File: src/watchdog_pkg.sv
package watchdog_pkg;

  // ------------------------------------------------------------
  // register indices; byte address is four times the index
  // ------------------------------------------------------------
  localparam logic [11:0] IDX_MODE    = 12'h300;
  localparam logic [11:0] IDX_COMMAND = 12'h301;
  localparam logic [11:0] IDX_STATUS  = 12'h302;
  localparam logic [11:0] IDX_MASK    = 12'h303;
  localparam logic [13:0] ADDR_MODE    = {IDX_MODE, 2'b00};
  localparam logic [13:0] ADDR_COMMAND = {IDX_COMMAND, 2'b00};
  localparam logic [13:0] ADDR_STATUS  = {IDX_STATUS, 2'b00};
  localparam logic [13:0] ADDR_MASK    = {IDX_MASK, 2'b00};

  // ------------------------------------------------------------
  // mode register fields
  // ------------------------------------------------------------
  localparam int         MODE_ENABLE_BIT = 7;
  localparam int         MODE_PERIOD_HI  = 6;
  localparam int         MODE_PERIOD_LO  = 5;
  localparam int         MODE_SECOND_IDLE_BIT  = 2;
  localparam int         MODE_ROUTE_BIT  = 1;
  localparam logic [1:0] PERIOD_RESET    = 2'h0;
  localparam logic       ENABLE_RESET    = 1'b1;
  localparam logic       SECOND_IDLE_RESET     = 1'b0;
  localparam logic       ROUTE_RESET     = 1'b0;

  // ------------------------------------------------------------
  // command codes
  // ------------------------------------------------------------
  localparam logic [7:0] CODE_DISABLE = 8'hb1;
  localparam logic [7:0] CODE_CLEAR   = 8'h4e;

  // ------------------------------------------------------------
  // counter and tap masks (low bits all ones = period elapsed)
  // ------------------------------------------------------------
  localparam int          CNT_STAGES = 22;
  localparam logic [21:0] TAP_MASK_15 = 22'h007fff;
  localparam logic [21:0] TAP_MASK_17 = 22'h01ffff;
  localparam logic [21:0] TAP_MASK_19 = 22'h07ffff;
  localparam logic [21:0] TAP_MASK_21 = 22'h1fffff;

  // ------------------------------------------------------------
  // internal reset length in clock states
  // ------------------------------------------------------------
  localparam int         RST_MIN_STATES = 22;
  localparam int         RST_MAX_STATES = 29;
  localparam logic [4:0] RST_LEN_STATES = 5'd25;

  // ------------------------------------------------------------
  // interrupt status bits and bus responses
  // ------------------------------------------------------------
  localparam int         STAT_OVERFLOW = 0;
  localparam int         STAT_RESET    = 1;
  localparam int         STAT_BITS     = 2;
  localparam logic [1:0] RESP_OKAY     = 2'h0;
  localparam logic [1:0] RESP_SLVERR   = 2'h2;

endpackage

File: src/runaway_watchdog_timer.sv
// Added by the designer: the AXI4-Lite slave port.
`timescale 1ns/10ps
module runaway_watchdog_timer
#(
  parameter int ADDR_W = 14
)
(
  // clock and reset
  input  wire logic              aclk,
  input  wire logic              aresetn,
  // axi4-lite write address
  input  wire logic [ADDR_W-1:0] awaddr,
  input  wire logic [2:0]        awprot,
  input  wire logic              awvalid,
  output logic                   awready,
  // axi4-lite write data
  input  wire logic [31:0]       wdata,
  input  wire logic [3:0]        wstrb,
  input  wire logic              wvalid,
  output logic                   wready,
  // axi4-lite write response
  output logic [1:0]             bresp,
  output logic                   bvalid,
  input  wire logic              bready,
  // axi4-lite read address
  input  wire logic [ADDR_W-1:0] araddr,
  input  wire logic [2:0]        arprot,
  input  wire logic              arvalid,
  output logic                   arready,
  // axi4-lite read data
  output logic [31:0]            rdata,
  output logic [1:0]             rresp,
  output logic                   rvalid,
  input  wire logic              rready,
  // power mode state from the clock controller, same clock
  input  wire logic              shallow_idle,
  input  wire logic              second_idle,
  input  wire logic              stop_mode,
  // watchdog outputs
  output logic                   overflow_nmi,
  output logic                   wdt_reset_out,
  output logic                   irq
);

  // ------------------------------------------------------------
  // declarations
  // ------------------------------------------------------------
  localparam int STAT_W = watchdog_pkg::STAT_BITS;
  logic [ADDR_W-1:0] awaddr_reg;
  logic              aw_full_reg;
  logic [31:0]       wdata_reg;
  logic [3:0]        wstrb_reg;
  logic              w_full_reg;
  logic              bvalid_reg;
  logic [1:0]        bresp_reg;
  logic              rvalid_reg;
  logic [1:0]        rresp_reg;
  logic [31:0]       rdata_reg;
  logic              enable_reg;
  logic [1:0]        period_reg;
  logic              second_idle_run_reg;
  logic              route_reg;
  logic              disabled_reg;
  logic [21:0]       cnt_reg;
  logic              nmi_reg;
  logic [4:0]        rst_cnt_reg;
  logic [STAT_W-1:0] status_reg;
  logic [STAT_W-1:0] mask_reg;
  logic [STAT_W-1:0] status_next;
  logic [STAT_W-1:0] status_set;
  logic              do_write;
  logic              wr_low;
  logic              mode_wr;
  logic              cmd_wr;
  logic              cmd_clear;
  logic              cmd_disable;
  logic              run;
  logic              over;
  logic [21:0]       tap_mask;
  logic [7:0]        mode_view;

  // ------------------------------------------------------------
  // bus slave: address and data are taken in either order
  // ------------------------------------------------------------
  assign awready  = !aw_full_reg;
  assign wready   = !w_full_reg;
  assign do_write = aw_full_reg && w_full_reg && !bvalid_reg;
  assign wr_low   = wstrb_reg[0];
  assign mode_wr  = do_write && wr_low && (awaddr_reg == watchdog_pkg::ADDR_MODE);
  assign cmd_wr   = do_write && wr_low && (awaddr_reg == watchdog_pkg::ADDR_COMMAND);
  assign cmd_clear   = cmd_wr && (wdata_reg[7:0] == watchdog_pkg::CODE_CLEAR);
  assign cmd_disable = cmd_wr && (wdata_reg[7:0] == watchdog_pkg::CODE_DISABLE);

  always_ff @(posedge aclk)
  begin
    if (!aresetn)
    begin
      aw_full_reg <= 1'b0;
      awaddr_reg  <= '0;
    end
    else if (awvalid && awready)
    begin
      aw_full_reg <= 1'b1;
      awaddr_reg  <= awaddr;
    end
    else if (do_write)
      aw_full_reg <= 1'b0;
  end

  always_ff @(posedge aclk)
  begin
    if (!aresetn)
    begin
      w_full_reg <= 1'b0;
      wdata_reg  <= '0;
      wstrb_reg  <= '0;
    end
    else if (wvalid && wready)
    begin
      w_full_reg <= 1'b1;
      wdata_reg  <= wdata;
      wstrb_reg  <= wstrb;
    end
    else if (do_write)
      w_full_reg <= 1'b0;
  end

  always_ff @(posedge aclk)
  begin
    if (!aresetn)
    begin
      bvalid_reg <= 1'b0;
      bresp_reg  <= watchdog_pkg::RESP_OKAY;
    end
    else if (do_write)
    begin
      bvalid_reg <= 1'b1;
      case (awaddr_reg)
        watchdog_pkg::ADDR_MODE,
        watchdog_pkg::ADDR_COMMAND,
        watchdog_pkg::ADDR_STATUS,
        watchdog_pkg::ADDR_MASK: bresp_reg <= watchdog_pkg::RESP_OKAY;
        default:                 bresp_reg <= watchdog_pkg::RESP_SLVERR;
      endcase
    end
    else if (bready)
      bvalid_reg <= 1'b0;
  end

  assign bvalid  = bvalid_reg;
  assign bresp   = bresp_reg;
  assign arready = !rvalid_reg;
  assign rvalid  = rvalid_reg;
  assign rresp   = rresp_reg;
  assign rdata   = rdata_reg;

  assign mode_view = {enable_reg, period_reg, 2'b00, second_idle_run_reg, route_reg, 1'b0};

  always_ff @(posedge aclk)
  begin
    if (!aresetn)
    begin
      rvalid_reg <= 1'b0;
      rresp_reg  <= watchdog_pkg::RESP_OKAY;
      rdata_reg  <= '0;
    end
    else if (arvalid && arready)
    begin
      rvalid_reg <= 1'b1;
      rresp_reg  <= watchdog_pkg::RESP_OKAY;
      case (araddr)
        watchdog_pkg::ADDR_MODE:    rdata_reg <= {24'h000000, mode_view};
        watchdog_pkg::ADDR_COMMAND: rdata_reg <= 32'h00000000;
        watchdog_pkg::ADDR_STATUS:  rdata_reg <= {30'h00000000, status_reg};
        watchdog_pkg::ADDR_MASK:    rdata_reg <= {30'h00000000, mask_reg};
        default:
        begin
          rdata_reg <= 32'h00000000;
          rresp_reg <= watchdog_pkg::RESP_SLVERR;
        end
      endcase
    end
    else if (rready)
      rvalid_reg <= 1'b0;
  end

  // ------------------------------------------------------------
  // mode register
  // ------------------------------------------------------------
  always_ff @(posedge aclk)
  begin
    if (!aresetn)
    begin
      enable_reg    <= watchdog_pkg::ENABLE_RESET;
      period_reg    <= watchdog_pkg::PERIOD_RESET;
      second_idle_run_reg <= watchdog_pkg::SECOND_IDLE_RESET;
      route_reg     <= watchdog_pkg::ROUTE_RESET;
    end
    else if (mode_wr)
    begin
      enable_reg    <= wdata_reg[watchdog_pkg::MODE_ENABLE_BIT];
      period_reg    <= wdata_reg[watchdog_pkg::MODE_PERIOD_HI:watchdog_pkg::MODE_PERIOD_LO];
      second_idle_run_reg <= wdata_reg[watchdog_pkg::MODE_SECOND_IDLE_BIT];
      route_reg     <= wdata_reg[watchdog_pkg::MODE_ROUTE_BIT];
    end
  end

  // ------------------------------------------------------------
  // enable / disable: two steps so a runaway program cannot stop it
  // ------------------------------------------------------------
  always_ff @(posedge aclk)
  begin
    if (!aresetn)
      disabled_reg <= 1'b0;
    else if (mode_wr && wdata_reg[watchdog_pkg::MODE_ENABLE_BIT])
      disabled_reg <= 1'b0;
    else if (cmd_disable && !enable_reg)
      disabled_reg <= 1'b1;
  end

  // ------------------------------------------------------------
  // binary counter and overflow
  // ------------------------------------------------------------
  assign run = !disabled_reg && !shallow_idle && !stop_mode
               && !(second_idle && !second_idle_run_reg);

  always_comb
  begin
    unique case (period_reg)
      2'h0: tap_mask = watchdog_pkg::TAP_MASK_15;
      2'h1: tap_mask = watchdog_pkg::TAP_MASK_17;
      2'h2: tap_mask = watchdog_pkg::TAP_MASK_19;
      2'h3: tap_mask = watchdog_pkg::TAP_MASK_21;
    endcase
  end

  // a clear in the same cycle as the overflow edge wins: software was in time
  assign over = run && !cmd_clear && ((cnt_reg & tap_mask) == tap_mask);

  always_ff @(posedge aclk)
  begin
    if (!aresetn)
      cnt_reg <= '0;
    else if (cmd_clear)
      cnt_reg <= '0;
    else if (run)
      cnt_reg <= cnt_reg + 22'h000001;
  end

  // ------------------------------------------------------------
  // non-maskable interrupt and internal reset
  // ------------------------------------------------------------
  always_ff @(posedge aclk)
  begin
    if (!aresetn)
      nmi_reg <= 1'b0;
    else
      nmi_reg <= over;
  end

  // only the on-chip reset net is driven; the external pin has no driver here
  always_ff @(posedge aclk)
  begin
    if (!aresetn)
      rst_cnt_reg <= '0;
    else if (over && route_reg)
      rst_cnt_reg <= watchdog_pkg::RST_LEN_STATES;
    else if (rst_cnt_reg != 5'd0)
      rst_cnt_reg <= rst_cnt_reg - 5'd1;
  end

  assign overflow_nmi  = nmi_reg;
  assign wdt_reset_out = (rst_cnt_reg != 5'd0);

  // ------------------------------------------------------------
  // interrupt status and mask; a new event wins over its clear
  // ------------------------------------------------------------
  assign status_set = {over && route_reg, over};

  always_comb
  begin
    status_next = status_reg;
    if (do_write && wr_low && (awaddr_reg == watchdog_pkg::ADDR_STATUS))
      status_next = status_reg & ~wdata_reg[STAT_W-1:0];
    status_next = status_next | status_set;
  end

  always_ff @(posedge aclk)
  begin
    if (!aresetn)
      status_reg <= '0;
    else
      status_reg <= status_next;
  end

  always_ff @(posedge aclk)
  begin
    if (!aresetn)
      mask_reg <= '0;
    else if (do_write && wr_low && (awaddr_reg == watchdog_pkg::ADDR_MASK))
      mask_reg <= wdata_reg[STAT_W-1:0];
  end

  assign irq = |(status_reg & mask_reg);
endmodule

File: config.mk
export PLATFORM = sky130hd
export DESIGN_NAME = runaway_watchdog_timer
export DESIGN_NICKNAME = d
export VERILOG_FILES = /design/src/watchdog_pkg.sv /design/src/runaway_watchdog_timer.sv
export SDC_FILE = /design/constraint.sdc
export NUM_CORES = 1
export LEC_CHECK = 0
export ABC_AREA = 1
export BUFFER_PORTS_ARGS = -buffer_cell sky130_fd_sc_hd__buf_2
export CORE_MARGIN = 5
export CORE_UTILIZATION = 49
export CTS_CLUSTER_DIAMETER = 120
export CTS_CLUSTER_SIZE = 30
export DETAILED_ROUTE_END_ITERATION = 16
export PLACE_DENSITY = 0.78
export SLEW_MARGIN = 30
export SYNTH_ARGS = -nofsm -noshare
export SYNTH_HDL_FRONTEND = slang
export SYNTH_SLANG_ARGS = --single-unit
File: constraint.sdc
create_clock -name aclk -period 2 [get_ports aclk]
set_input_delay 0.1 -clock aclk [delete_from_list [all_inputs] [get_ports aclk]]
set_output_delay 0.1 -clock aclk [all_outputs]
set_load 0.1 [all_outputs]
==> load_flow_metrics.sql, run 1 <==
INSERT INTO impl_metrics (metric_group, metric, value, unit) VALUES
('global_route', 'maximum_number_of_pins_on_one_net_before_global_route_repair', '23', ''),
('floorplan', 'fp.dieArea', '9440', 'µm²'),
('finish', 'register_area', '1450', 'µm²'),
('finish', 'syn2layout_area_growth', '18.9', '%'),
('drt', 'detail_route.first_pass.iterations', '4', ''),
('power', 'power.sequential.fraction', '41.4', '%'),
('global_route', 'track_usage', '17.8', '%'),
('global_route', 'globalRoute.totalOverflow', '0', ''),
('floorplan', 'die_x', '97.2', 'µm'),
('finish', 'drive_above_1_share', '21.9', '%'),
('power', 'net-switching-power', '1380', 'µW'),
('synthesis', 'synth_top_area_share', '38.7', '%'),
('cts', 'cts.repair.resized', '0', ''),
('finish', 'layout_common_cells', 'nor2_1, nand2_1, dfxtp_1, buf_2, inv_1', ''),
('timing', 'period_share', '92.9', '%'),
('power', 'power.share.combinational', '25.5', '%'),
('setup_path', 'worst-path-max-fanout', '5', ''),
('timing', 'report.final.setup_viol', '0', ''),
('run', 'timing.max_cap.violations', '0', ''),
('power', 'power.density', '862', 'nW/µm²'),
('timing', 'finalHoldViolCount', '0', ''),
('timing', 'achievable-frequency', '0.538', 'GHz'),
('floorplan', 'pin_count', '124', ''),
('finish', 'n_fill_cell', '648', ''),
('synthesis', 'post_synth_instance_area', '3720', 'µm²'),
('synthesis', 'postSynthCellCount', '511', ''),
('timing', 'layout_min_cycle_time', '1.86', 'ns'),
('setup_path', 'critical_path_class', 'flop to output pin', ''),
('cts', 'cts_tree', 'built', ''),
('synthesis', 'ys_seq_area_share', '38.7', '%'),
('floorplan', 'fp.dieH', '97.2', 'µm'),
('cts', 'clock_sink_count', '72', ''),
('global_route', 'via_count_of_the_first_global_routing_pass', '3217', ''),
('power', 'clockPowerShare', '33.1', '%'),
('drt', 'remaining_drc_errors', '0', ''),
('worst_hold_path', 'worst_hold_path.num_cells', '3', ''),
('drt', 'wl_per_cell', '11.6', 'µm'),
('timing', 'relSlewSlack', '60.9', '%'),
('power', 'netSwitchingFraction', '36.1', '%'),
('synthesis', 'ys.warnings.count', '0', ''),
('global_route', 'grt_pass1_wl', '14000', 'µm'),
('setup_path', 'start_kind', 'flop', ''),
('setup_path', 'cp_data_arrival_time', '1.76', 'ns'),
('outcome', 'status', 'finished clean', ''),
('finish', 'antennaDiodeCount', '0', ''),
('power', 'irDropWorstVdd', '0.523', 'mV'),
('power', 'p_int', '2440', 'µW'),
('worst_hold_path', 'hold_class', 'input pin to flop', ''),
('setup_path', 'crit_path_end_kind', 'output pin', ''),
('drt', 'via_count', '3345', ''),
('timing', 'slew_viol_final', '0', ''),
('drt', 'wirelength', '8110', 'µm'),
('placed_design', 'port-buffer-count', '62', ''),
('synthesis', 'cell_type_contributing_the_most_total_cell_area_after_synthesis', 'dfxtp_1', ''),
('drt', 'final_antenna_net_count', '0', ''),
('synthesis', 'synthDistinctLibCells', '37', ''),
('cts', 'cts_buffer_depth', '2', ''),
('setup_path', 'r2r.worst_path.cells', '4', ''),
('cts', 'cts_max_level', '3', ''),
('placed_design', 'dp_wirelength', '6050', 'µm'),
('cts', 'worst_skew_pair.late_latency', '0.36', 'ns'),
('timing', 'clock-skew-final', '0.0116', 'ns'),
('synthesis', 'synth.area.top_cells', 'dfxtp_1, nor2_1, nand2_1, buf_4, inv_1', ''),
('cts', 'clk_transition_reported_paths', '0.08', 'ns'),
('floorplan', 'initial_util', '50.8', '%'),
('timing', 'tns', '0', 'ns'),
('synthesis', 'postSynthAreaPerCell', '7.29', 'µm²'),
('synthesis', 'ys_async_sr_fraction', '0', '%'),
('finish', 'finalNetCount', '676', ''),
('cts', 'numCtsBuffers', '9', ''),
('finish', 'final_common_cell', 'nor2_1', '');
-- kinds of logic after synthesis --
kind of cell / count (synthesis) / synth area share, %
muxes: 1 / 0.269
buffers and inverters: 99 / 13.3
AOI/OAI and AO/OA: 67 / 9.14
DFF: 72 / 38.7
adders and majority gates: 2 / 0.672
and+or+nand+nor: 256 / 34.7
xor gates and xnor gates: 13 / 3.06
other: 1 / 0.101
-- synthesized netlist by cell type, types with 2 or more instances --
library cell and instances:
o21ai_1 2, buf_4 28, o21ai_0 33, nand4_1 9, or2_2 3, nand3_1 25, ha_1 2, nor2_8 2
dfxtp_1 72, nand4_4 2, nor2_2 15, nand2_1 80, nor2_4 7, a21oi_1 30, nand3_4 3, nor3_1 7
inv_2 6, xor2_1 8, buf_2 2, nand2_4 2, inv_1 53, nor2_1 89, nor4_1 2, clkbuf_1 6
clkinv_1 2, nand2_2 5, nand3_2 2, xnor2_1 5
-- power groups by stage --
stage	registers, µW	logic [µW]	clock network, µW
2_1_floorplan	1680	772	0
6_report	1580	973	1260
3_5_place_dp	1610	941	0
4_1_cts	1580	972	1280
3_3_place_gp	1610	921	0
5_1_grt	1590	1040	1340
-- area by class of cell --
class,count,area share [%]
tap,99,2.80
clock inverter,5,1.38
timing repair buffer,83,11.6
inverter,61,5.25
clock buffer,11,3.67
sequential,72,32.6
multi-input combinational,367,42.6
-- worst max-delay path, cell delays in order (launching register included) --
cell and delay, ns:
dfxtp_1 0.36, inv_1 0.07, ha_1 0.20, inv_1 0.08, nor3_1 0.05, nand2_1 0.16
buf_2 0.47
-- path summary, 6_finish.rpt --
kind,to,slack (ns),startpoint
worst min-delay path,w_full_reg,0.02,wvalid
worst max register to register,awaddr_reg[12],0.30,aw_full_reg
worst max-delay path,wdt_reset_out,0.14,rst_cnt_reg[0]
worst min register to register,rdata[7],0.47,enable_reg
-- per-layer routing --
metal / GRT usage, % / wire, µm / up-vias
li1: - / - / 1726
met1: 18.9 / 3260 / 1544
met2: 33.8 / 4350 / 62
met3: 5.10 / 378 / 13
met4: 5.29 / 121 / 0
met5: 0 / 0 / -
-- stage by stage --
stage	hold slack, ns	area, µm²	cells	power [µW]	setup slack, ns
after floorplan	0.235	3830	538	2450	0.0559
final	0.0174	4430	698	3820	0.142
after global routing	0.00537	4430	698	3970	0.00552
after global placement	0.321	4020	663	2530	0.361
after detailed placement	0.328	4020	663	2550	0.337
after CTS	0.00420	4430	698	3830	0.128
-- what timing repair did --
item	CTS	global route
setup buffers	0	0
endpoints found under the hold margin	19	0
hold buffers	19	0
Power figures use the tool's default switching activity.
==> run 2, diff against run 1 <==
Settings changed: HOLD_SLACK_MARGIN set to 0.03.
==> run 2 against run 1 <==
Against the previous run: hold slack better by 0.025 ns; design area is 0.45% higher; largest cell class unchanged; register-to-register slack hardly changed.
==> load_flow_metrics.sql, run 2 (synthesis gave the netlist of run 1 again) <==
INSERT INTO impl_metrics (metric_group, metric, value, unit) VALUES
('drt', 'detail_route.first_pass.iterations', '4', ''),
('timing', 'postLayoutSetupSlackWorst', '0.142', 'ns'),
('power', 'power.density', '858', 'nW/µm²'),
('timing', 'slew_viol_final', '0', ''),
('setup_path', 'worst-path-max-fanout', '5', ''),
('setup_path', 'critical_path.top_delay_family', 'buffers and inverters', ''),
('timing', 'relSlewSlack', '59.6', '%'),
('cts', 'cts_root_buf', 'clkbuf_8', ''),
('setup_path', 'crit_path_end_kind', 'output pin', ''),
('global_route', 'grt_pass1_wl', '14100', 'µm'),
('finish', 'register_area', '1450', 'µm²'),
('floorplan', 'pin_count', '124', ''),
('finish', 'antennaDiodeCount', '0', ''),
('timing', 'layout_min_cycle_time', '1.86', 'ns'),
('finish', 'drive_above_1_share', '21.8', '%'),
('setup_path', 'worst_path_most_repeated_cell', 'inv_1', ''),
('power', 'leakage_power_summed_over_all_cells', '0.00203', 'µW'),
('timing', 'tns', '0', 'ns'),
('placed_design', 'port-buffer-count', '62', ''),
('cts', 'post_cts_buffers', '0', ''),
('cts', 'numCtsBuffers', '9', ''),
('setup_path', 'crit_buf_inv', '3', ''),
('finish', 'layout.core_utilization', '60.7', '%'),
('floorplan', 'die_x', '97.2', 'µm'),
('timing', 'unrepaired_setup_endpoints_after_global_routing', 'false', ''),
('drt', 'wl_per_cell', '11.7', 'µm'),
('placed_design', 'gpl_wtd_cong', '0.838', ''),
('finish', 'finalNetCount', '678', ''),
('timing', 'tightestPinTransition', '0.604', 'ns'),
('drt', 'remaining_drc_errors', '0', ''),
('global_route', 'via_count_of_the_first_global_routing_pass', '3206', ''),
('setup_path', 'worst_path_largest_cell_delay', '0.47', 'ns'),
('finish', 'non_filler_cells_final', '700', ''),
('cts', 'cts_tree', 'built', ''),
('placed_design', 'dp_wirelength', '6050', 'µm'),
('drt', 'via_count', '3352', ''),
('setup_path', 'timing.critical_path.slowest_stage_cell', 'buf_2', ''),
('drt', 'detail_route.iter0.violations', '95', ''),
('setup_path', 'start_kind', 'flop', ''),
('drt', 'final_antenna_net_count', '0', ''),
('cts', 'cts_buffer_depth', '2', ''),
('cts', 'clock_sink_count', '72', ''),
('floorplan', 'initial_util', '50.8', '%'),
('placed_design', 'pre_cts_slack', '0.337', 'ns'),
('finish', 'largest_reg_flops', '21', ''),
('setup_path', 'worst_ep_required_time', '1.90', 'ns'),
('setup_path', 'cp_data_arrival_time', '1.76', 'ns'),
('finish', 'layout_common_cells', 'nor2_1, nand2_1, dfxtp_1, buf_2, inv_1', ''),
('timing', 'achievable-frequency', '0.538', 'GHz'),
('timing', 'report.final.setup_viol', '0', ''),
('power', 'irDropWorstVdd', '0.527', 'mV'),
('cts', 'clk_transition_reported_paths', '0.08', 'ns'),
('run', 'timing.max_cap.violations', '0', ''),
('cts', 'cts_max_level', '3', ''),
('floorplan', 'core_area', '7330', 'µm²'),
('timing', 'period_share', '92.9', '%'),
('setup_path', 'crit_chain', 'inv_1 -> ha_1 -> inv_1 -> nor3_1 -> nand2_1 -> buf_2', ''),
('outcome', 'status', 'finished clean', ''),
('finish', 'syn2layout_area_growth', '19.4', '%'),
('finish', 'final_common_cell', 'nor2_1', ''),
('setup_path', 'critical_path_class', 'flop to output pin', ''),
('timing', 'finalHoldViolCount', '0', ''),
('finish', 'n_fill_cell', '649', ''),
('placed_design', 'placed_cells', '663', ''),
('finish', 'multiInputGateArea', '1890', 'µm²'),
('global_route', 'antenna_found_initial', '0', ''),
('worst_hold_path', 'hold_class', 'input pin to flop', ''),
('floorplan', 'fp.dieArea', '9440', 'µm²'),
('floorplan', 'fp.dieH', '97.2', 'µm'),
('drt', 'wirelength', '8220', 'µm'),
('global_route', 'globalRoute.totalOverflow', '0', ''),
('floorplan', 'row_count', '31', ''),
('timing', 'clock-skew-final', '0.0132', 'ns'),
('drt', 'via_per_inst', '4.79', ''),
('global_route', 'track_usage', '18.0', '%'),
('global_route', 'maximum_number_of_pins_on_one_net_before_global_route_repair', '23', ''),
('timing', 'worst_hold_slack', '0.0423', 'ns'),
('cts', 'worst_skew_pair.late_latency', '0.36', 'ns');
## run 2: path summary, 6_finish.rpt
check | from | to | slack, ns | depth (start not counted)
worst max-delay path | rst_cnt_reg[0] | wdt_reset_out | 0.14 | 6
worst min-delay path | awaddr[12] | awaddr_reg[12] | 0.04 | 3
worst max register to register | aw_full_reg | awaddr_reg[2] | 0.29 | 4
worst min register to register | enable_reg | rdata[7] | 0.47 | 2
## run 2: area by class of cell
class                           count  area share [%]
Clock buffer                       11            3.66
Multi-Input combinational cell    367            42.4
Inverter                           61            5.23
Timing Repair Buffer               85            12.0
Tap cell                           99            2.78
Clock inverter                      5            1.38
Sequential cell                    72            32.5
## run 2: worst min-delay path, delay by kind of cell
family / cells / cell delay [ns]
AO/OA/AOI/OAI: 2 / 0.18
buffers and inverters: 1 / 0.08
## run 2: power breakdown
group | switching, µW | internal (µW)
clock network | 568 | 692
logic | 747 | 229
registers | 60.2 | 1520
total | 1380 | 2440
## run 2: per-stage QoR
step / power, µW / cell area (µm²)
finish: 3820 / 4450
floorplan: 2450 / 3830
detailed placement: 2550 / 4020
global placement: 2530 / 4020
CTS: 3830 / 4450
global route: 3980 / 4450
## run 2: what timing repair did
action,CTS,global route
hold endpoints to repair,21,0
hold buffers,21,0
gates resized for setup,0,0
## run 2: routing by layer
| metal | track usage, % | routed length [µm] | up-vias |
|---|---|---|---|
| met3 | 5.46 | 417 | 10 |
| met4 | 5.40 | 115 | 0 |
| met1 | 19.4 | 3320 | 1545 |
| met2 | 33.4 | 4370 | 64 |
| met5 | 0 | 0 | - |
| li1 | - | - | 1733 |
